File: config.mk
export PLATFORM = sky130hd
export DESIGN_NAME = pcicfg_header_regs
export DESIGN_NICKNAME = d
export VERILOG_FILES = /design/src/hdl/pcicfg_pkg.sv /design/src/hdl/pcicfg_header_regs.sv /design/src/hdl/pcicfg_window_dec.sv
export SDC_FILE = /design/constraint.sdc
export NUM_CORES = 1
export LEC_CHECK = 0
export BUFFER_PORTS_ARGS = -buffer_cell sky130_fd_sc_hd__clkbuf_2
export CORE_MARGIN = 2
export CORE_UTILIZATION = 35
export DETAILED_ROUTE_END_ITERATION = 16
export SYNTH_ARGS = -nofsm -noshare
export SYNTH_HDL_FRONTEND = slang
export SYNTH_SLANG_ARGS = --single-unit
File: constraint.sdc
create_clock -name mclk_i -period 2.15 [get_ports mclk_i]
set_input_delay 0.215 -clock mclk_i [delete_from_list [all_inputs] [get_ports mclk_i]]
set_output_delay 0.215 -clock mclk_i [all_outputs]
set_load 0.02 [all_outputs]
File: src/hdl/pcicfg_pkg.sv
// constants for the bridge configuration header register slice
package pcicfg_pkg;
    localparam int CFG_AW = 16;
    localparam logic [15:0] ADDR_BAR = 16'h2010;
    localparam logic [15:0] ADDR_RSVD_LO = 16'h2014;
    localparam logic [15:0] ADDR_RSVD_HI = 16'h2028;
    localparam logic [15:0] ADDR_SID = 16'h202C;
    localparam logic [15:0] ADDR_CAP = 16'h2034;
    localparam logic [15:0] ADDR_INT = 16'h203C;
    localparam int BASE_MSB = 31;
    localparam int BASE_LSB = 28;
    localparam int BASE_W = 4;
    localparam int PREF_BIT = 3;
    localparam int WIN_ADDR_BITS = 26;
    localparam logic [3:0] BASE_RST = 4'h0;
    localparam logic PREF_RST = 1'b0;
    localparam logic [1:0] BAR_TYPE = 2'h0;
    localparam logic BAR_MEM_IND = 1'b0;
    localparam logic [31:0] SID_RST = 32'h0000_0000;
    localparam logic [7:0] CAP_PTR = 8'h50;
    localparam logic [7:0] MAX_LAT = 8'h28;
    localparam logic [7:0] MIN_GNT = 8'h14;
    localparam logic [7:0] INT_PIN = 8'h01;
    localparam logic [7:0] INT_LINE_RST = 8'h00;
    localparam logic [31:0] ZERO_WORD = 32'h0000_0000;
endpackage

File: src/hdl/pcicfg_header_regs.sv
// configuration header registers: window base, subsystem id, cap, interrupt
`timescale 1ns/100ps
module pcicfg_header_regs (
    input wire logic mclk_i,
    input wire logic rst_b_i,
    input wire logic cfg_req_i,
    input wire logic cfg_wr_i,
    input wire logic [pcicfg_pkg::CFG_AW-1:0] cfg_addr_i,
    input wire logic [3:0] cfg_be_i,
    input wire logic [31:0] cfg_wdata_i,
    output logic cfg_done_o,
    output logic cfg_retry_o,
    output logic [31:0] cfg_rdata_o,
    input wire logic lcl_sid_wr_i,
    input wire logic [31:0] lcl_sid_data_i,
    input wire logic new_cap_en_i,
    input wire logic mem_valid_i,
    input wire logic [31:0] mem_addr_i,
    output logic window_hit_o,
    output logic [pcicfg_pkg::BASE_W-1:0] window_base_value_o,
    output logic prefetch_o,
    output logic sid_loaded_o
);
    import pcicfg_pkg::*;

    logic [BASE_W-1:0] window_base_value;
    logic prefetch;
    logic [31:0] subsystem_identification;
    logic sid_loaded;
    logic [7:0] int_line;
    logic [31:0] next_rdata;
    logic sid_blocked;
    logic wr_go;

    function automatic logic is_reserved(input logic [CFG_AW-1:0] a);
        is_reserved = (a >= ADDR_RSVD_LO) && (a <= ADDR_RSVD_HI);
    endfunction

    function automatic logic hits(input logic [CFG_AW-1:0] a,
                                  input logic [CFG_AW-1:0] reg_addr);
        // word granular: the low two address bits do not select
        hits = a[CFG_AW-1:2] == reg_addr[CFG_AW-1:2];
    endfunction

    // host access to the id before the local load must be retried
    assign sid_blocked = hits(cfg_addr_i, ADDR_SID) && !sid_loaded;
    assign wr_go = cfg_req_i && cfg_wr_i && !sid_blocked;

    // window base, host programmed
    always_ff @(posedge mclk_i) begin
        if (!rst_b_i) begin
            window_base_value <= BASE_RST;
        end else if (wr_go && hits(cfg_addr_i, ADDR_BAR) && cfg_be_i[3]) begin
            window_base_value <= cfg_wdata_i[BASE_MSB:BASE_LSB];
        end
    end

    always_ff @(posedge mclk_i) begin
        if (!rst_b_i) begin
            prefetch <= PREF_RST;
        end else if (wr_go && hits(cfg_addr_i, ADDR_BAR) && cfg_be_i[0]) begin
            prefetch <= cfg_wdata_i[PREF_BIT];
        end
    end

    // only the local side port reaches the id; host writes never land
    always_ff @(posedge mclk_i) begin
        if (!rst_b_i) begin
            subsystem_identification <= SID_RST;
        end else if (lcl_sid_wr_i) begin
            subsystem_identification <= lcl_sid_data_i;
        end
    end

    always_ff @(posedge mclk_i) begin
        if (!rst_b_i) begin
            sid_loaded <= 1'b0;
        end else if (lcl_sid_wr_i) begin
            sid_loaded <= 1'b1;
        end
    end

    // routing byte is stored and read back in the low byte of the interrupt word; nothing else uses it
    always_ff @(posedge mclk_i) begin
        if (!rst_b_i) begin
            int_line <= INT_LINE_RST;
        end else if (wr_go && hits(cfg_addr_i, ADDR_INT) && cfg_be_i[0]) begin
            int_line <= cfg_wdata_i[7:0];
        end
    end

    // read mux; if-chain by address
    always_comb begin
        next_rdata = ZERO_WORD;
        if (hits(cfg_addr_i, ADDR_BAR)) begin
            next_rdata[BASE_MSB:BASE_LSB] = window_base_value;
            next_rdata[PREF_BIT] = prefetch;
            next_rdata[2:1] = BAR_TYPE;
            next_rdata[0] = BAR_MEM_IND;
        end else if (is_reserved(cfg_addr_i)) begin
            next_rdata = ZERO_WORD;
        end else if (hits(cfg_addr_i, ADDR_SID)) begin
            next_rdata = subsystem_identification;
        end else if (hits(cfg_addr_i, ADDR_CAP)) begin
            // pointer withheld while the capability list is off
            if (new_cap_en_i) begin
                next_rdata[7:0] = CAP_PTR;
            end
        end else if (hits(cfg_addr_i, ADDR_INT)) begin
            next_rdata = {MAX_LAT, MIN_GNT, INT_PIN, int_line};
        end
    end

    // one-cycle answer to every request; writes to fixed bits just complete
    always_ff @(posedge mclk_i) begin
        if (!rst_b_i) begin
            cfg_done_o <= 1'b0;
            cfg_retry_o <= 1'b0;
        end else begin
            cfg_done_o <= cfg_req_i && !sid_blocked;
            cfg_retry_o <= cfg_req_i && sid_blocked;
        end
    end

    always_ff @(posedge mclk_i) begin
        if (!rst_b_i) begin
            cfg_rdata_o <= ZERO_WORD;
        end else if (cfg_req_i && !cfg_wr_i && !sid_blocked) begin
            cfg_rdata_o <= next_rdata;
        end else begin
            cfg_rdata_o <= ZERO_WORD;
        end
    end

    always_ff @(posedge mclk_i) begin
        if (!rst_b_i) begin
            window_base_value_o <= BASE_RST;
            prefetch_o <= PREF_RST;
            sid_loaded_o <= 1'b0;
        end else begin
            window_base_value_o <= window_base_value;
            prefetch_o <= prefetch;
            sid_loaded_o <= sid_loaded;
        end
    end

    // host must program the base before using the window
    pcicfg_window_dec #(
        .WIN_BITS(WIN_ADDR_BITS)
    ) u_window_dec (
        .mclk_i(mclk_i),
        .rst_b_i(rst_b_i),
        .base_i(window_base_value),
        .mem_valid_i(mem_valid_i),
        .mem_addr_i(mem_addr_i),
        .hit_o(window_hit_o)
    );

    sid_retry_a: assert property (@(posedge mclk_i) disable iff (!rst_b_i)
        cfg_req_i && hits(cfg_addr_i, ADDR_SID) && !sid_loaded
        |=> cfg_retry_o && !cfg_done_o)
        else $error("unloaded id access not retried");

    sid_read_a: assert property (@(posedge mclk_i) disable iff (!rst_b_i)
        cfg_req_i && !cfg_wr_i && hits(cfg_addr_i, ADDR_SID) && sid_loaded
        && !lcl_sid_wr_i
        |=> cfg_done_o && cfg_rdata_o == $past(subsystem_identification))
        else $error("subsystem id read mismatch");

    sid_host_ro_a: assert property (@(posedge mclk_i) disable iff (!rst_b_i)
        !lcl_sid_wr_i |=> $stable(subsystem_identification))
        else $error("subsystem id changed without local write");

    bar_fixed_a: assert property (@(posedge mclk_i) disable iff (!rst_b_i)
        cfg_req_i && !cfg_wr_i && hits(cfg_addr_i, ADDR_BAR)
        |=> cfg_rdata_o[2:0] == 3'h0 && cfg_rdata_o[27:4] == 24'h00_0000)
        else $error("base register fixed bits wrong");

    pref_write_a: assert property (@(posedge mclk_i) disable iff (!rst_b_i)
        cfg_req_i && cfg_wr_i && hits(cfg_addr_i, ADDR_BAR) && cfg_be_i[0]
        |=> prefetch == $past(cfg_wdata_i[PREF_BIT]))
        else $error("prefetch bit not written");

    rsvd_zero_a: assert property (@(posedge mclk_i) disable iff (!rst_b_i)
        cfg_req_i && !cfg_wr_i && is_reserved(cfg_addr_i)
        |=> cfg_done_o && cfg_rdata_o == ZERO_WORD)
        else $error("reserved slot read nonzero");

    cap_ptr_a: assert property (@(posedge mclk_i) disable iff (!rst_b_i)
        cfg_req_i && !cfg_wr_i && hits(cfg_addr_i, ADDR_CAP)
        |=> cfg_rdata_o == ($past(new_cap_en_i) ? 32'h0000_0050
                                                : ZERO_WORD))
        else $error("capability pointer read wrong");

    int_info_a: assert property (@(posedge mclk_i) disable iff (!rst_b_i)
        cfg_req_i && !cfg_wr_i && hits(cfg_addr_i, ADDR_INT)
        |=> cfg_rdata_o[31:8] == 24'h28_1401)
        else $error("interrupt info fixed bytes wrong");

    int_line_a: assert property (@(posedge mclk_i) disable iff (!rst_b_i)
        cfg_req_i && cfg_wr_i && hits(cfg_addr_i, ADDR_INT) && cfg_be_i[0]
        |=> int_line == $past(cfg_wdata_i[7:0]) && cfg_done_o)
        else $error("interrupt line not stored");

    ro_write_a: assert property (@(posedge mclk_i) disable iff (!rst_b_i)
        cfg_req_i && cfg_wr_i && !hits(cfg_addr_i, ADDR_BAR)
        && !hits(cfg_addr_i, ADDR_SID)
        |=> cfg_done_o && !cfg_retry_o && $stable(window_base_value)
        && $stable(prefetch))
        else $error("read-only write misbehaved");

    term_excl_a: assert property (@(posedge mclk_i) disable iff (!rst_b_i)
        !(cfg_done_o && cfg_retry_o))
        else $error("done and retry together");

    done_follows_a: assert property (@(posedge mclk_i) disable iff (!rst_b_i)
        cfg_req_i && !sid_blocked |=> cfg_done_o && !cfg_retry_o)
        else $error("request not completed");

    idle_quiet_a: assert property (@(posedge mclk_i) disable iff (!rst_b_i)
        !cfg_req_i
        |=> !cfg_done_o && !cfg_retry_o && cfg_rdata_o == ZERO_WORD)
        else $error("answer without request");

    loaded_sticky_a: assert property (@(posedge mclk_i) disable iff (!rst_b_i)
        sid_loaded |=> sid_loaded)
        else $error("load flag dropped");

    local_load_a: assert property (@(posedge mclk_i) disable iff (!rst_b_i)
        lcl_sid_wr_i |=> sid_loaded
        && subsystem_identification == $past(lcl_sid_data_i))
        else $error("local id load lost");

    base_write_a: assert property (@(posedge mclk_i) disable iff (!rst_b_i)
        cfg_req_i && cfg_wr_i && hits(cfg_addr_i, ADDR_BAR) && cfg_be_i[3]
        |=> window_base_value == $past(cfg_wdata_i[BASE_MSB:BASE_LSB]))
        else $error("base write lost");

    base_hold_a: assert property (@(posedge mclk_i) disable iff (!rst_b_i)
        !(cfg_req_i && cfg_wr_i)
        |=> $stable(window_base_value) && $stable(prefetch))
        else $error("base changed without write");

    base_read_a: assert property (@(posedge mclk_i) disable iff (!rst_b_i)
        cfg_req_i && !cfg_wr_i && hits(cfg_addr_i, ADDR_BAR)
        |=> cfg_rdata_o[BASE_MSB:BASE_LSB] == $past(window_base_value))
        else $error("base read mismatch");

    wr_data_zero_a: assert property (@(posedge mclk_i) disable iff (!rst_b_i)
        cfg_req_i && cfg_wr_i |=> cfg_rdata_o == ZERO_WORD)
        else $error("write returned data");

    line_hold_a: assert property (@(posedge mclk_i) disable iff (!rst_b_i)
        !(cfg_req_i && cfg_wr_i && hits(cfg_addr_i, ADDR_INT))
        |=> $stable(int_line))
        else $error("interrupt line changed without write");

    out_copy_a: assert property (@(posedge mclk_i) disable iff (!rst_b_i)
        1'b1 |=> window_base_value_o == $past(window_base_value)
        && prefetch_o == $past(prefetch)
        && sid_loaded_o == $past(sid_loaded))
        else $error("status outputs lag wrong");

    rsvd_write_a: assert property (@(posedge mclk_i) disable iff (!rst_b_i)
        cfg_req_i && cfg_wr_i && is_reserved(cfg_addr_i)
        |=> cfg_done_o && $stable(window_base_value)
        && $stable(int_line))
        else $error("reserved write had effect");

    line_read_a: assert property (@(posedge mclk_i) disable iff (!rst_b_i)
        cfg_req_i && !cfg_wr_i && hits(cfg_addr_i, ADDR_INT)
        |=> cfg_rdata_o[7:0] == $past(int_line))
        else $error("interrupt line read mismatch");

    sid_wr_drop_a: assert property (@(posedge mclk_i) disable iff (!rst_b_i)
        cfg_req_i && cfg_wr_i && hits(cfg_addr_i, ADDR_SID) && !lcl_sid_wr_i
        |=> $stable(subsystem_identification))
        else $error("host write reached subsystem id");

    cap_upper_a: assert property (@(posedge mclk_i) disable iff (!rst_b_i)
        cfg_req_i && !cfg_wr_i && hits(cfg_addr_i, ADDR_CAP)
        |=> cfg_rdata_o[31:8] == 24'h00_0000)
        else $error("capability upper bits nonzero");
endmodule // pcicfg_header_regs

File: src/hdl/pcicfg_window_dec.sv
// memory window decoder for the configured base
`timescale 1ns/100ps
module pcicfg_window_dec #(
    parameter int WIN_BITS = pcicfg_pkg::WIN_ADDR_BITS
) (
    input wire logic mclk_i,
    input wire logic rst_b_i,
    input wire logic [pcicfg_pkg::BASE_W-1:0] base_i,
    input wire logic mem_valid_i,
    input wire logic [31:0] mem_addr_i,
    output logic hit_o
);
    import pcicfg_pkg::*;

    // the base field is coarser than the window; bits between must be zero
    localparam int GAP_W = BASE_LSB - WIN_BITS;

    always_ff @(posedge mclk_i) begin
        if (!rst_b_i) begin
            hit_o <= 1'b0;
        end else begin
            hit_o <= mem_valid_i
                && mem_addr_i[BASE_MSB:BASE_LSB] == base_i
                && mem_addr_i[BASE_LSB-1:WIN_BITS] == {GAP_W{1'b0}};
        end
    end

    hit_window_a: assert property (@(posedge mclk_i) disable iff (!rst_b_i)
        mem_valid_i && mem_addr_i[BASE_MSB:BASE_LSB] != base_i
        |=> !hit_o)
        else $error("window hit outside programmed base");
endmodule // pcicfg_window_dec

Word level (Yosys, flattened, before mapping) --
Index checks and enable logic that the tools add are counted.
Operators by class: magnitude comparators 2, bitwise operators 2, eq/ne operators 5, muxes and demuxes 8, reductions and logical operators 21
Operators with widths (count):
- $mux 32 | 2
- $eq 14x12->1 const B | 4
- $mux 30 | 1
- $mux 22 | 1
- $ge 16x14->1 const B | 1
- $le 16x14->1 const B | 1
- $logic_and 1x1->1 | 15
- $mux 4 | 2
- $mux 8 | 1
- $mux 7 | 1
- $eq 4x4->1 | 1
- $reduce_or 4->1 | 1
- $logic_not 1->1 | 3
- $logic_not 2->1 | 1
- $not 1->1 | 2
- $reduce_and 2->1 | 1
Word-level totals: input port bits 123, output and inout port bits 41, logic and storage cells 51, register bits after elaboration 87

Longest topological paths before layout --
Gate-level depths: netlist of run 1.
depth after elaboration 6, mapped depth 6, depth with buffers taken out 4

Modules after synthesis --
A second synthesis of run 1 with hierarchy kept.
Unflattened totals: cell total of the unflattened synthesis 315, area total of the unflattened synthesis 3280.6 um^2
Modules (own cells, without submodules):
- pcicfg_header_regs | cells an instance 307, area each 3196.8 um^2, times used 1
- pcicfg_window_dec | cells an instance 8, area each 83.8 um^2, times used 1

Worst setup path after synthesis of run 1 --
OpenSTA, ideal clock, no wires.
path kind input-to-reg, from in cfg_addr_i[11] (netlist bit), to reg cfg_rdata_o[28], required time 2026 ps, setup time 124 ps, stages on the path 5, arrival 1733 ps, buffers on the path 1, setup slack 292 ps, cell sequence or4b_1 > buf_4 > or4_4 > o31ai_4 > nor2_1
Between the ends: word-level cells in the longest chain between the ends 5, elaborated cells on any way between the ends 14, classes of those cells order compare (2); eq/ne (3); mux (4); reduce/logical (5)
RTL lines:
- start, declared | RTL line pcicfg_header_regs.sv:8 | input wire logic [pcicfg_pkg::CFG_AW-1:0] cfg_addr_i,
- branches (longest 5 deep; another with $ge 16x14->1)
- end signal, assigned | RTL line pcicfg_header_regs.sv:129 | cfg_rdata_o <= next_rdata;
- end, declared | RTL line pcicfg_header_regs.sv:13 | output logic [31:0] cfg_rdata_o,
Parallel ways; which one is timed is not known. A chain may end at the register's enable or synchronous reset.

Worst setup path after layout of run 1 --
from in cfg_addr_i[11] (netlist bit), to reg cfg_rdata_o[3]
Between the ends: word-level cells in the longest chain between the ends 6, elaborated cells on any way between the ends 16, classes of those cells order compare (2); eq/ne (4); mux (5); reduce/logical (5)
RTL lines:
- branches (longest 6 deep; another with $ge 16x14->1)
Parallel ways; which one is timed is not known.

==> metrics.txt, run 1 <==
die width=approximately 100 µm; wire per inst=~14 µm; CTS tree=done; CTS Hold Bufs=0; post-layout min period=1.71 ns; post-DP HPWL=approximately 5200 µm; Reg clk slew, reported paths=roughly 0.09 ns; worst-path cell chain=clkbuf_2 > or4b_1 > or4_4 > o31ai_4 > nor2_1; CTS sink count=87; Synth Area in Simple Gates=21.4%; R2R setup slack=0.59 ns; status=complete, no violations; fill cell count=867; initial antenna violation count=0; Synth Area in Adders=0%; power density over the cells=710 nW/µm²; nature of the critical path endpoint=flip-flop; main combinational cell family by area after synthesis=simple AND/OR/NAND/NOR gates; GR Overflow Total=0; IO Count=164; Setup Buffers After CTS=0; Async SR Flop Fraction=0%; share of cells above drive strength 1=roughly 36%; Hold Violations, Final=0; ys flop type=dfxtp_1; I/O Buffers=115; clock latency at the later pin of the worst-skew pair=0.35 ns; top post-synthesis cells by count=dfxtp_1 (87), mux2i_1 (45), nand2_1 (32), nor2b_1 (32); Cells after Synth=307; synth-to-layout area growth=27.8%; # nets final=548; max-slew violations=0; Max IR drop VDD=311 µV; Die ar.=10100 µm²; synth unique cells=39; largest cells by area after synthesis=dfxtp_1 (53%), mux2i_1 (14%), nor2b_1 (6.1%); Finished Layout Cells=541; Global Route Usage Sum=between 10% and 20%; Num CTS Buffers=9; Synth Area in XOR/XNOR=1.34%; Static Leak=about 1.9 nW; root buffer cell=clkbuf_8; DRC viols=0; post-cts resize count=0; first-pass GRT wire length=11600 µm; Avg Cell Area, Syn=10.7 µm²; total core area=9150 µm²; GPL Wtd Cong=0.827; max cap viols=0; via count=around 2500; Rows=35; final setup fails=0; post-synth top area share=53.2%; DRT Pass-1 Iters=4; Worst Path Max Fanout=5; crit path DAT=1.93 ns; RSZ-0062 raised after global routing=no; Max Root-Sink Buffers=2; Syn Std Cell Area=3270 µm²; die height=101 µm; Slew HR=56.6%; Buf/Inv on CP=1; Synth Register Bits=87; Setup TNS=0 ns; cell family with most CP delay=simple AND/OR/NAND/NOR gates; Cells after DPL=525; antenna cells=0; total power=0.00297 W; CP max-delay cell=or4b_1; crit path kind=in -> reg; First DRT Iteration DRCs=110; fmax=584 MHz; leading area contributor after synthesis=dfxtp_1; Synth warnings=0; Least-Margin Pin Slew=between 0.6 and 0.7 ns; DRT antenna net count=0; period utilisation layout=79.6%; largest net degree at the start of global routing=61; Worst Skew=0.0124 ns; most common cell in the synthesized netlist=dfxtp_1; Design Area, Final=about 4200 µm²; worst endpoint required time=2.37 ns; Synthesized Nets=430; Synth Area in Compound Gates=6.00%; CP Launch Type=input pin; Post-synth EDFFs=0; drt via density=4.57; crit-path max cell delay=0.67 ns; hold crit path type=in -> reg; Final Routed Wirelength=7360 µm; H-tree levels=3; sequential area share after synthesis=53.2%; vias in the first global route=approximately 2400; starting density of the core=35.8%; Post-DP Area=roughly 4000 µm²; mux contribution to synthesized area=14.1%
cell usage in the layout, fill, tap and decap left out, drive strengths merged, types with 2 or more instances in the layout:
cell type	count
a21oi	6
a221oi	2
a22oi	8
and2	17
and3	2
buf	12
clkbuf	126
clkinvlp	2
dfxtp	87
inv	9
mux2i	45
nand2	32
nand4	3
nand4b	2
nor2	17
nor2b	32
nor4	6
o311ai	2
or4	2
or4b	2
xor2	4
where the power goes:
part | switching [W] | leakage [nW] | internal (W)
Sequential | 0.0000207 | 0.708 | 0.00165
Combinational | 0.000109 | 1.14 | 0.000116
Clock | 0.000586 | 0.0924 | 0.000490
Total | 0.000716 | 1.94 | 0.00225
final timing paths:
kind                             from                                 to  cells past startpoint
min reg2reg  int_line[3]$_SDFFE_PN0P_           int_line[3]$_SDFFE_PN0P_                      2
min                   cfg_wdata_i[29]  window_base_value[1]$_SDFFE_PN0P_                      3
max reg2reg   sid_loaded$_SDFFE_PN0P_          cfg_rdata_o[4]$_SDFF_PP0_                      5
max                    cfg_addr_i[11]          cfg_rdata_o[3]$_SDFF_PN0_                      5
metrics by stage:
step / setup slack (ns) / hold slack, ns / utilization [%]
2_1_floorplan: 0.292 / 0.354 / -
3_3_place_gp: 0.0955 / 0.433 / 43.7
3_5_place_dp: 0.0730 / 0.439 / 43.7
4_1_cts: 0.452 / 0.0713 / 45.7
5_1_grt: 0.386 / 0.0844 / 45.7
6_report: 0.438 / 0.0914 / 45.7
worst register-to-register path: stages (launching register included):
cell and delay [ns]:
dfxtp_1 0.42, nand4b_1 0.14, o311ai_0 0.23, o41ai_2 0.31, buf_4 0.26, a221oi_1 0.07
cells by family (layout without fill, tap and decap cells):
kind of cell    count (synthesis)  count (layout)
simple gates                  119             119
flops                          87              87
mux                            46              46
buf+inv                        27             150
compound gates                 23              23
xor+xnor                        5               5
registers in the layout, summed over array words and instances, names as in the netlist:
register                  cells
cfg_retry_o                   1
int_line                      8
window_base_value             4
sid_loaded                    1
cfg_rdata_o                  32
prefetch_o                    1
sid_loaded_o                  1
window_base_value_o           4
prefetch                      1
u_window_dec.hit_o            1
subsystem_identification     32
cfg_done_o                    1
area by class of cell:
class | count | area [µm²] | area share, %
flip-flops and latches | 87 | 1740 | 41.6
multi-input cells | 193 | 1410 | 33.7
repair buffers | 127 | 678 | 16.2
clock buffers | 11 | 151 | 3.62
well taps | 111 | 139 | 3.32
clock inverters | 5 | 37.5 | 0.897
inverters | 7 | 26.3 | 0.628
per-layer routing:
| layer | GRT usage [%] | up-vias | routed length [µm] |
|---|---|---|---|
| li1 | - | 1265 | - |
| met1 | 18.3 | 1126 | 3360 |
| met2 | 24.1 | 70 | 3510 |
| met3 | 3.54 | 9 | 381 |
| met4 | 6.22 | 0 | 106 |
| met5 | 0 | - | 0 |
No activity file was read; power rests on OpenSTA's default activity.
==> inputs of run 2 (changes only) <==
--- a/config.mk
+++ b/config.mk
@@ -5,10 +5,12 @@
 export SDC_FILE = /design/constraint.sdc
 export NUM_CORES = 1
 export LEC_CHECK = 0
+export ABC_AREA = 1
 export BUFFER_PORTS_ARGS = -buffer_cell sky130_fd_sc_hd__clkbuf_2
 export CORE_MARGIN = 2
 export CORE_UTILIZATION = 35
 export DETAILED_ROUTE_END_ITERATION = 16
+export PLACE_DENSITY = 0.66
 export SYNTH_ARGS = -nofsm -noshare
 export SYNTH_HDL_FRONTEND = slang
 export SYNTH_SLANG_ARGS = --single-unit
==> constraint.sdc (replaced) <==
create_clock -name mclk_i -period 1.55 [get_ports mclk_i]
set_input_delay 0.155 -clock mclk_i [delete_from_list [all_inputs] [get_ports mclk_i]]
set_output_delay 0.155 -clock mclk_i [all_outputs]
set_load 0.02 [all_outputs]
==> metrics.txt, run 2 <==
status=complete, no violations; Flop pwr share=54.6%; Num CTS Buffers=9; top flop regs=cfg_rdata_o: 32 flops, subsystem_identification: 32 flops, int_line: 8 flops; CP max-delay cell=dfxtp_1; Synth warnings=0; commonest non-fill, non-tap cells in the layout=nor2_1 (118), clkbuf_2 (115), dfxtp_1 (87), nand2_1 (82), o21ai_0 (37); Syn Std Cell Area=approximately 3300 µm²; switching power total=0.000940 W; die height=101 µm; Die ar.=a little over 10000 µm²; worst-path cell chain=inv_1 > nand3_4 > nand3_2 > inv_2 > nand2_4 > buf_12 > a21oi_1; Setup TNS=0 ns; via count=about 2900; Buf/Inv on CP=3; post-cts resize count=0; CTS sink count=87; wire per inst=about 12 µm; post-synth top area share=53.4%; share of cells above drive strength 1=29.0%; root buffer cell=clkbuf_8; die width=just over 100 µm; DRT antenna net count=0; Synth Register Bits=87; vias in the first global route=2840; most common cell in the synthesized netlist=nor2_1; Final Hold Slack=~0.029 ns; final worst slack=0.335 ns; CTS Hold Bufs=0; power density over the cells=1020 nW/µm²; Cells after Synth=422; synth unique cells=27; largest net degree at the start of global routing=53; Sw Share=roughly 22%; DRC viols=0; commonest non-fill, non-tap cell in the layout=nor2_1; First DRT Iteration DRCs=84; cell family with most CP delay=buffers and inverters; Global Route Usage Sum=between 10% and 20%; part of the power in the clock network=38.4%; first-pass GRT wire length=about 13000 µm; post-DP HPWL=5610 µm; starting density of the core=35.7%; Slew HR=68.8%; final setup fails=0; GPL Wtd Cong=0.772; Static Leak=roughly 2.1 nW; fmax=just over 800 MHz; Hold Violations, Final=0; Max Root-Sink Buffers=2; Pint=0.00332 W; hold crit path type=in -> reg; Worst Path Max Fanout=13; crit path kind=reg -> reg; RSZ-0062 raised after global routing=no; post-layout min period=1.22 ns; Worst Skew=0.0100 ns; drt via density=roughly 4.5; period utilisation layout=78.4%; Synthesized Nets=approximately 550; pre-CTS setup slack=0.0224 ns; leading area contributor after synthesis=dfxtp_1; # nets final=664; Async SR Flop Fraction=0%; combinational power share=7.0%; DRT Pass-1 Iters=4; antenna cells=0; CP Launch Type=flip-flop; I/O Buffers=115; H-tree levels=3; initial antenna violation count=0; ys flop type=dfxtp_1; CTS tree=done; IO Count=164; synth-to-layout area growth=28.2%; Max IR drop VDD=396 µV; Reg clk slew, reported paths=0.08 ns; max cap viols=0; Post-synth EDFFs=0; sequential area share after synthesis=53.4%; Rows=35; Avg Cell Area, Syn=7.73 µm²; nature of the critical path endpoint=flip-flop; Least-Margin Pin Slew=0.468 ns; GR Overflow Total=0; crit path DAT=between 1 and 1.5 ns; clock latency at the later pin of the worst-skew pair=0.34 ns; Setup Buffers After CTS=0; Final Routed Wirelength=7640 µm; crit-path max cell delay=0.33 ns; largest cells by area after synthesis=dfxtp_1 (53%), nor2_1 (14%), nand2_1 (9.4%); worst endpoint required time=between 1.5 and 2 ns; max-slew violations=0; total core area=9150 µm²; top post-synthesis cells by count=nor2_1 (118), dfxtp_1 (87), nand2_1 (82)
-- run 2: cell types whose count changed after synthesis, sizes merged, moves of 3 or more --
cell / delta
nor4: -6
inv: +25
a22oi: -8
and2: -17
nor2: +106
mux2i: -45
nor2b: -32
o22ai: +3
a21oi: +6
nand2: +56
o21ai: +37
nor3: +3
nand3: +11
-- run 2: through the flow --
stage,power [W],util [%],cells,cell area (µm²)
floorplan,0.00253,-,422,3260
detailed placement,0.00268,43.5,641,3980
finish,0.00426,45.7,655,4180
global route,0.00445,45.7,655,4180
global placement,0.00267,43.5,641,3980
CTS,0.00432,45.7,655,4180
-- run 2: logic make-up after synthesis --
group / count (synthesis) / share of synthesized area (%)
buf+inv: 50 / 7.06
compound gates: 53 / 8.32
flops: 87 / 53.4
xor+xnor: 4 / 1.07
simple gates: 228 / 30.2
-- run 2: power groups by stage --
stage | Combinational (W) | Clock (W) | Sequential (W)
global placement | 0.000298 | 0 | 0.00237
floorplan | 0.000153 | 0 | 0.00237
CTS | 0.000304 | 0.00169 | 0.00232
detailed placement | 0.000302 | 0 | 0.00238
global route | 0.000341 | 0.00178 | 0.00233
finish | 0.000298 | 0.00164 | 0.00232
-- run 2: worst paths after layout --
path,from,to,slack [ns],cells past startpoint
setup / recovery,sid_loaded$_SDFFE_PN0P_,cfg_rdata_o[7]$_SDFF_PP0_,0.33,7
hold / removal,lcl_sid_data_i[23],subsystem_identification[23]$_SDFFE_PN0P_,0.03,3
setup reg to reg,sid_loaded$_SDFFE_PN0P_,cfg_rdata_o[7]$_SDFF_PP0_,0.33,7
hold reg to reg,subsystem_identification[14]$_SDFFE_PN0P_,cfg_rdata_o[14]$_SDFF_PP0_,0.44,2
-- run 2: metal layers --
layer / part of all wire, % / vias to the layer above / global-route usage (%)
met5: 0 / - / 0
li1: - / 1540 / -
met1: 46 / 1318 / 19.5
met4: 1.0 / 0 / 6.01
met2: 47 / 78 / 26.2
met3: 6.4 / 6 / 4.51
-- run 2: worst register-to-register path, stage by stage, from the launching register on --
cell	delay, ns
dfxtp_1	0.33
inv_1	0.06
nand3_4	0.12
nand3_2	0.13
inv_2	0.13
nand2_4	0.08
buf_12	0.16
a21oi_1	0.13
-- run 2: cell type report --
type	instances	area [µm²]
clock buffers	10	128
clock inverters	4	72.6
fillers	913	4970
inverters	33	124
multi-input cells	285	1290
flip-flops and latches	87	1740
well taps	111	139
repair buffers	125	688
==> inputs of run 3 (changes only) <==
--- a/config.mk
+++ b/config.mk
@@ -5,12 +5,11 @@
 export SDC_FILE = /design/constraint.sdc
 export NUM_CORES = 1
 export LEC_CHECK = 0
-export ABC_AREA = 1
+export ABC_AREA = 0
 export BUFFER_PORTS_ARGS = -buffer_cell sky130_fd_sc_hd__clkbuf_2
 export CORE_MARGIN = 2
 export CORE_UTILIZATION = 35
 export DETAILED_ROUTE_END_ITERATION = 16
-export PLACE_DENSITY = 0.66
 export SYNTH_ARGS = -nofsm -noshare
 export SYNTH_HDL_FRONTEND = slang
 export SYNTH_SLANG_ARGS = --single-unit
==> constraint.sdc (replaced) <==
create_clock -name mclk_i -period 1.2 [get_ports mclk_i]
set_input_delay 0.12 -clock mclk_i [delete_from_list [all_inputs] [get_ports mclk_i]]
set_output_delay 0.12 -clock mclk_i [all_outputs]
set_load 0.02 [all_outputs]
==> metrics.txt, run 3 (synthesis gave the netlist of run 1 again) <==
Static Leak=2.07 nW; Sw Share=between 20% and 30%; Rows=35; nature of the critical path endpoint=flip-flop; initial antenna violation count=0; largest net degree at the start of global routing=61; top flop regs=cfg_rdata_o: 32 flops, subsystem_identification: 32 flops, int_line: 8 flops; Max Root-Sink Buffers=2; antenna cells=0; Hold Violations, Final=0; GR Overflow Total=0; die height=around 100 µm; final setup fails=46; die width=101 µm; Worst Path Max Fanout=5; max-slew violations=0; R2R setup slack=-0.19 ns; commonest non-fill, non-tap cells in the layout=clkbuf_2 (115), dfxtp_1 (87), mux2i_1 (45), nor2b_1 (32), nand2_1 (32); DRC viols=0; R2R Path Start=sid_loaded$_SDFFE_PN0P_; total core area=between 9000 and 10000 µm²; post-layout min period=1.48 ns; Final Routed Wirelength=7490 µm; Least-Margin Pin Slew=0.393 ns; DRT Pass-1 Iters=4; I/O Buffers=115; combinational power share=about 8.8%; worst endpoint required time=approximately 1.4 ns; Max IR drop VDD=614 µV; # nets final=568; First DRT Iteration DRCs=74; Reg clk slew, reported paths=0.08 ns; via count=2563; Pint=0.00424 W; failing checks=negative setup slack; synth-to-layout area growth=36.5%; Slew HR=approximately 74%; power density over the cells=1250 nW/µm²; final worst slack=-0.280 ns; GPL Wtd Cong=0.843; CTS sink count=87; vias in the first global route=roughly 2400; Flop pwr share=53.6%; share of cells above drive strength 1=between 30% and 40%; first-pass GRT wire length=11700 µm; total power=0.00557 W; max cap viols=0; clock latency at the later pin of the worst-skew pair=0.34 ns; fmax=676 MHz; CP Launch Type=input pin; post-DP HPWL=5280 µm; drt via density=4.57; H-tree levels=3; switching power total=0.00132 W; Reg-to-Reg End=cfg_rdata_o[4]$_SDFF_PP0_; Num CTS Buffers=9; starting density of the core=35.8%; r2r worst-path depth=6; Die ar.=10100 µm²; root buffer cell=clkbuf_8; Hold Path End=window_base_value[3]$_SDFFE_PN0P_; Final Hold Slack=0.0191 ns; crit path kind=in -> reg; status=complete, but fails checks; Hold Path Origin=cfg_wdata_i[31]; WHS Path Cells=3; crit path DAT=around 1.7 ns; IO Count=~160; DRT antenna net count=0; wire per inst=13.4 µm; commonest non-fill, non-tap cell in the layout=clkbuf_2; period utilisation layout=123%; Global Route Usage Sum=between 10% and 20%; Worst Skew=between 0.008 and 0.009 ns; part of the power in the clock network=37.6%; hold crit path type=in -> reg; RSZ-0062 raised after global routing=yes; CTS tree=done
## run 3: cell count changes in the layout (fill, tap and decap cells not counted), moves of 20 or more
cell and delta:
mux2i_1 +45, inv_1 -20, o21ai_0 -37, nor2b_1 +32, nand2_1 -50, nor2_1 -101
## run 3: worst max-delay path by stage
stage,from,to,cells past startpoint
floorplan,cfg_addr_i[7],cfg_rdata_o[29]$_SDFF_PN0_,5
global placement,cfg_addr_i[7],cfg_rdata_o[29]$_SDFF_PN0_,5
detailed placement,cfg_addr_i[7],cfg_rdata_o[31]$_SDFF_PN0_,5
CTS,cfg_addr_i[7],cfg_rdata_o[4]$_SDFF_PP0_,6
global route,cfg_addr_i[7],cfg_rdata_o[30]$_SDFF_PN0_,5
finish,cfg_addr_i[7],cfg_rdata_o[31]$_SDFF_PN0_,5
## run 3: layout make-up
cell class	count	area, µm²
Timing Repair Buffer	147	902
Inverter	7	26.3
Clock inverter	6	68.8
Multi-Input combinational cell	193	1450
Fill cell	869	4680
Clock buffer	10	138
Sequential cell	87	1740
Tap cell	111	139
## run 3: power by group through the flow
stage          registers (W)  logic [W]  clock network (W)
2_1_floorplan        0.00305   0.000231                  0
3_3_place_gp         0.00305   0.000453                  0
3_5_place_dp         0.00305   0.000459                  0
4_1_cts              0.00299   0.000488            0.00215
5_1_grt              0.00300   0.000536            0.00225
6_report             0.00299   0.000489            0.00209
## run 3: metal layers
layer	track usage (%)	vias to the layer above	wire length (µm)
met3	3.81	7	381
met5	0	-	0
li1	-	1313	-
met1	19.6	1175	3520
met4	5.69	0	106
met2	23.3	68	3490
## run 3: through the flow
stage          setup TNS, ns  utilization, %  std cells  setup slack [ns]  cell area, µm²
2_1_floorplan         -19.25               -        307            -0.543            3300
3_3_place_gp          -25.62            44.9        534            -0.593            4110
3_5_place_dp          -26.55            44.9        534            -0.633            4110
4_1_cts                -8.84            48.4        560            -0.233            4430
5_1_grt               -12.28            48.8        561            -0.313            4470
6_report               -9.88            48.8        561            -0.280            4470
## run 3: timing repair
| item | CTS | global route |
|---|---|---|
| buffers inserted | 0 | 1 |
| resized for setup | 2 | 6 |
| endpoints found under the hold margin | 10 | 0 |
| pin swaps | 4 | 7 |
| setup endpoints to repair | 47 | 47 |
| hold buffers | 10 | 0 |
## run 3: critical path: stages
cell,delay (ns)
clkbuf_2,0.08
or4_4,0.57
or4_4,0.53
o31ai_4,0.33
nor2_1,0.07
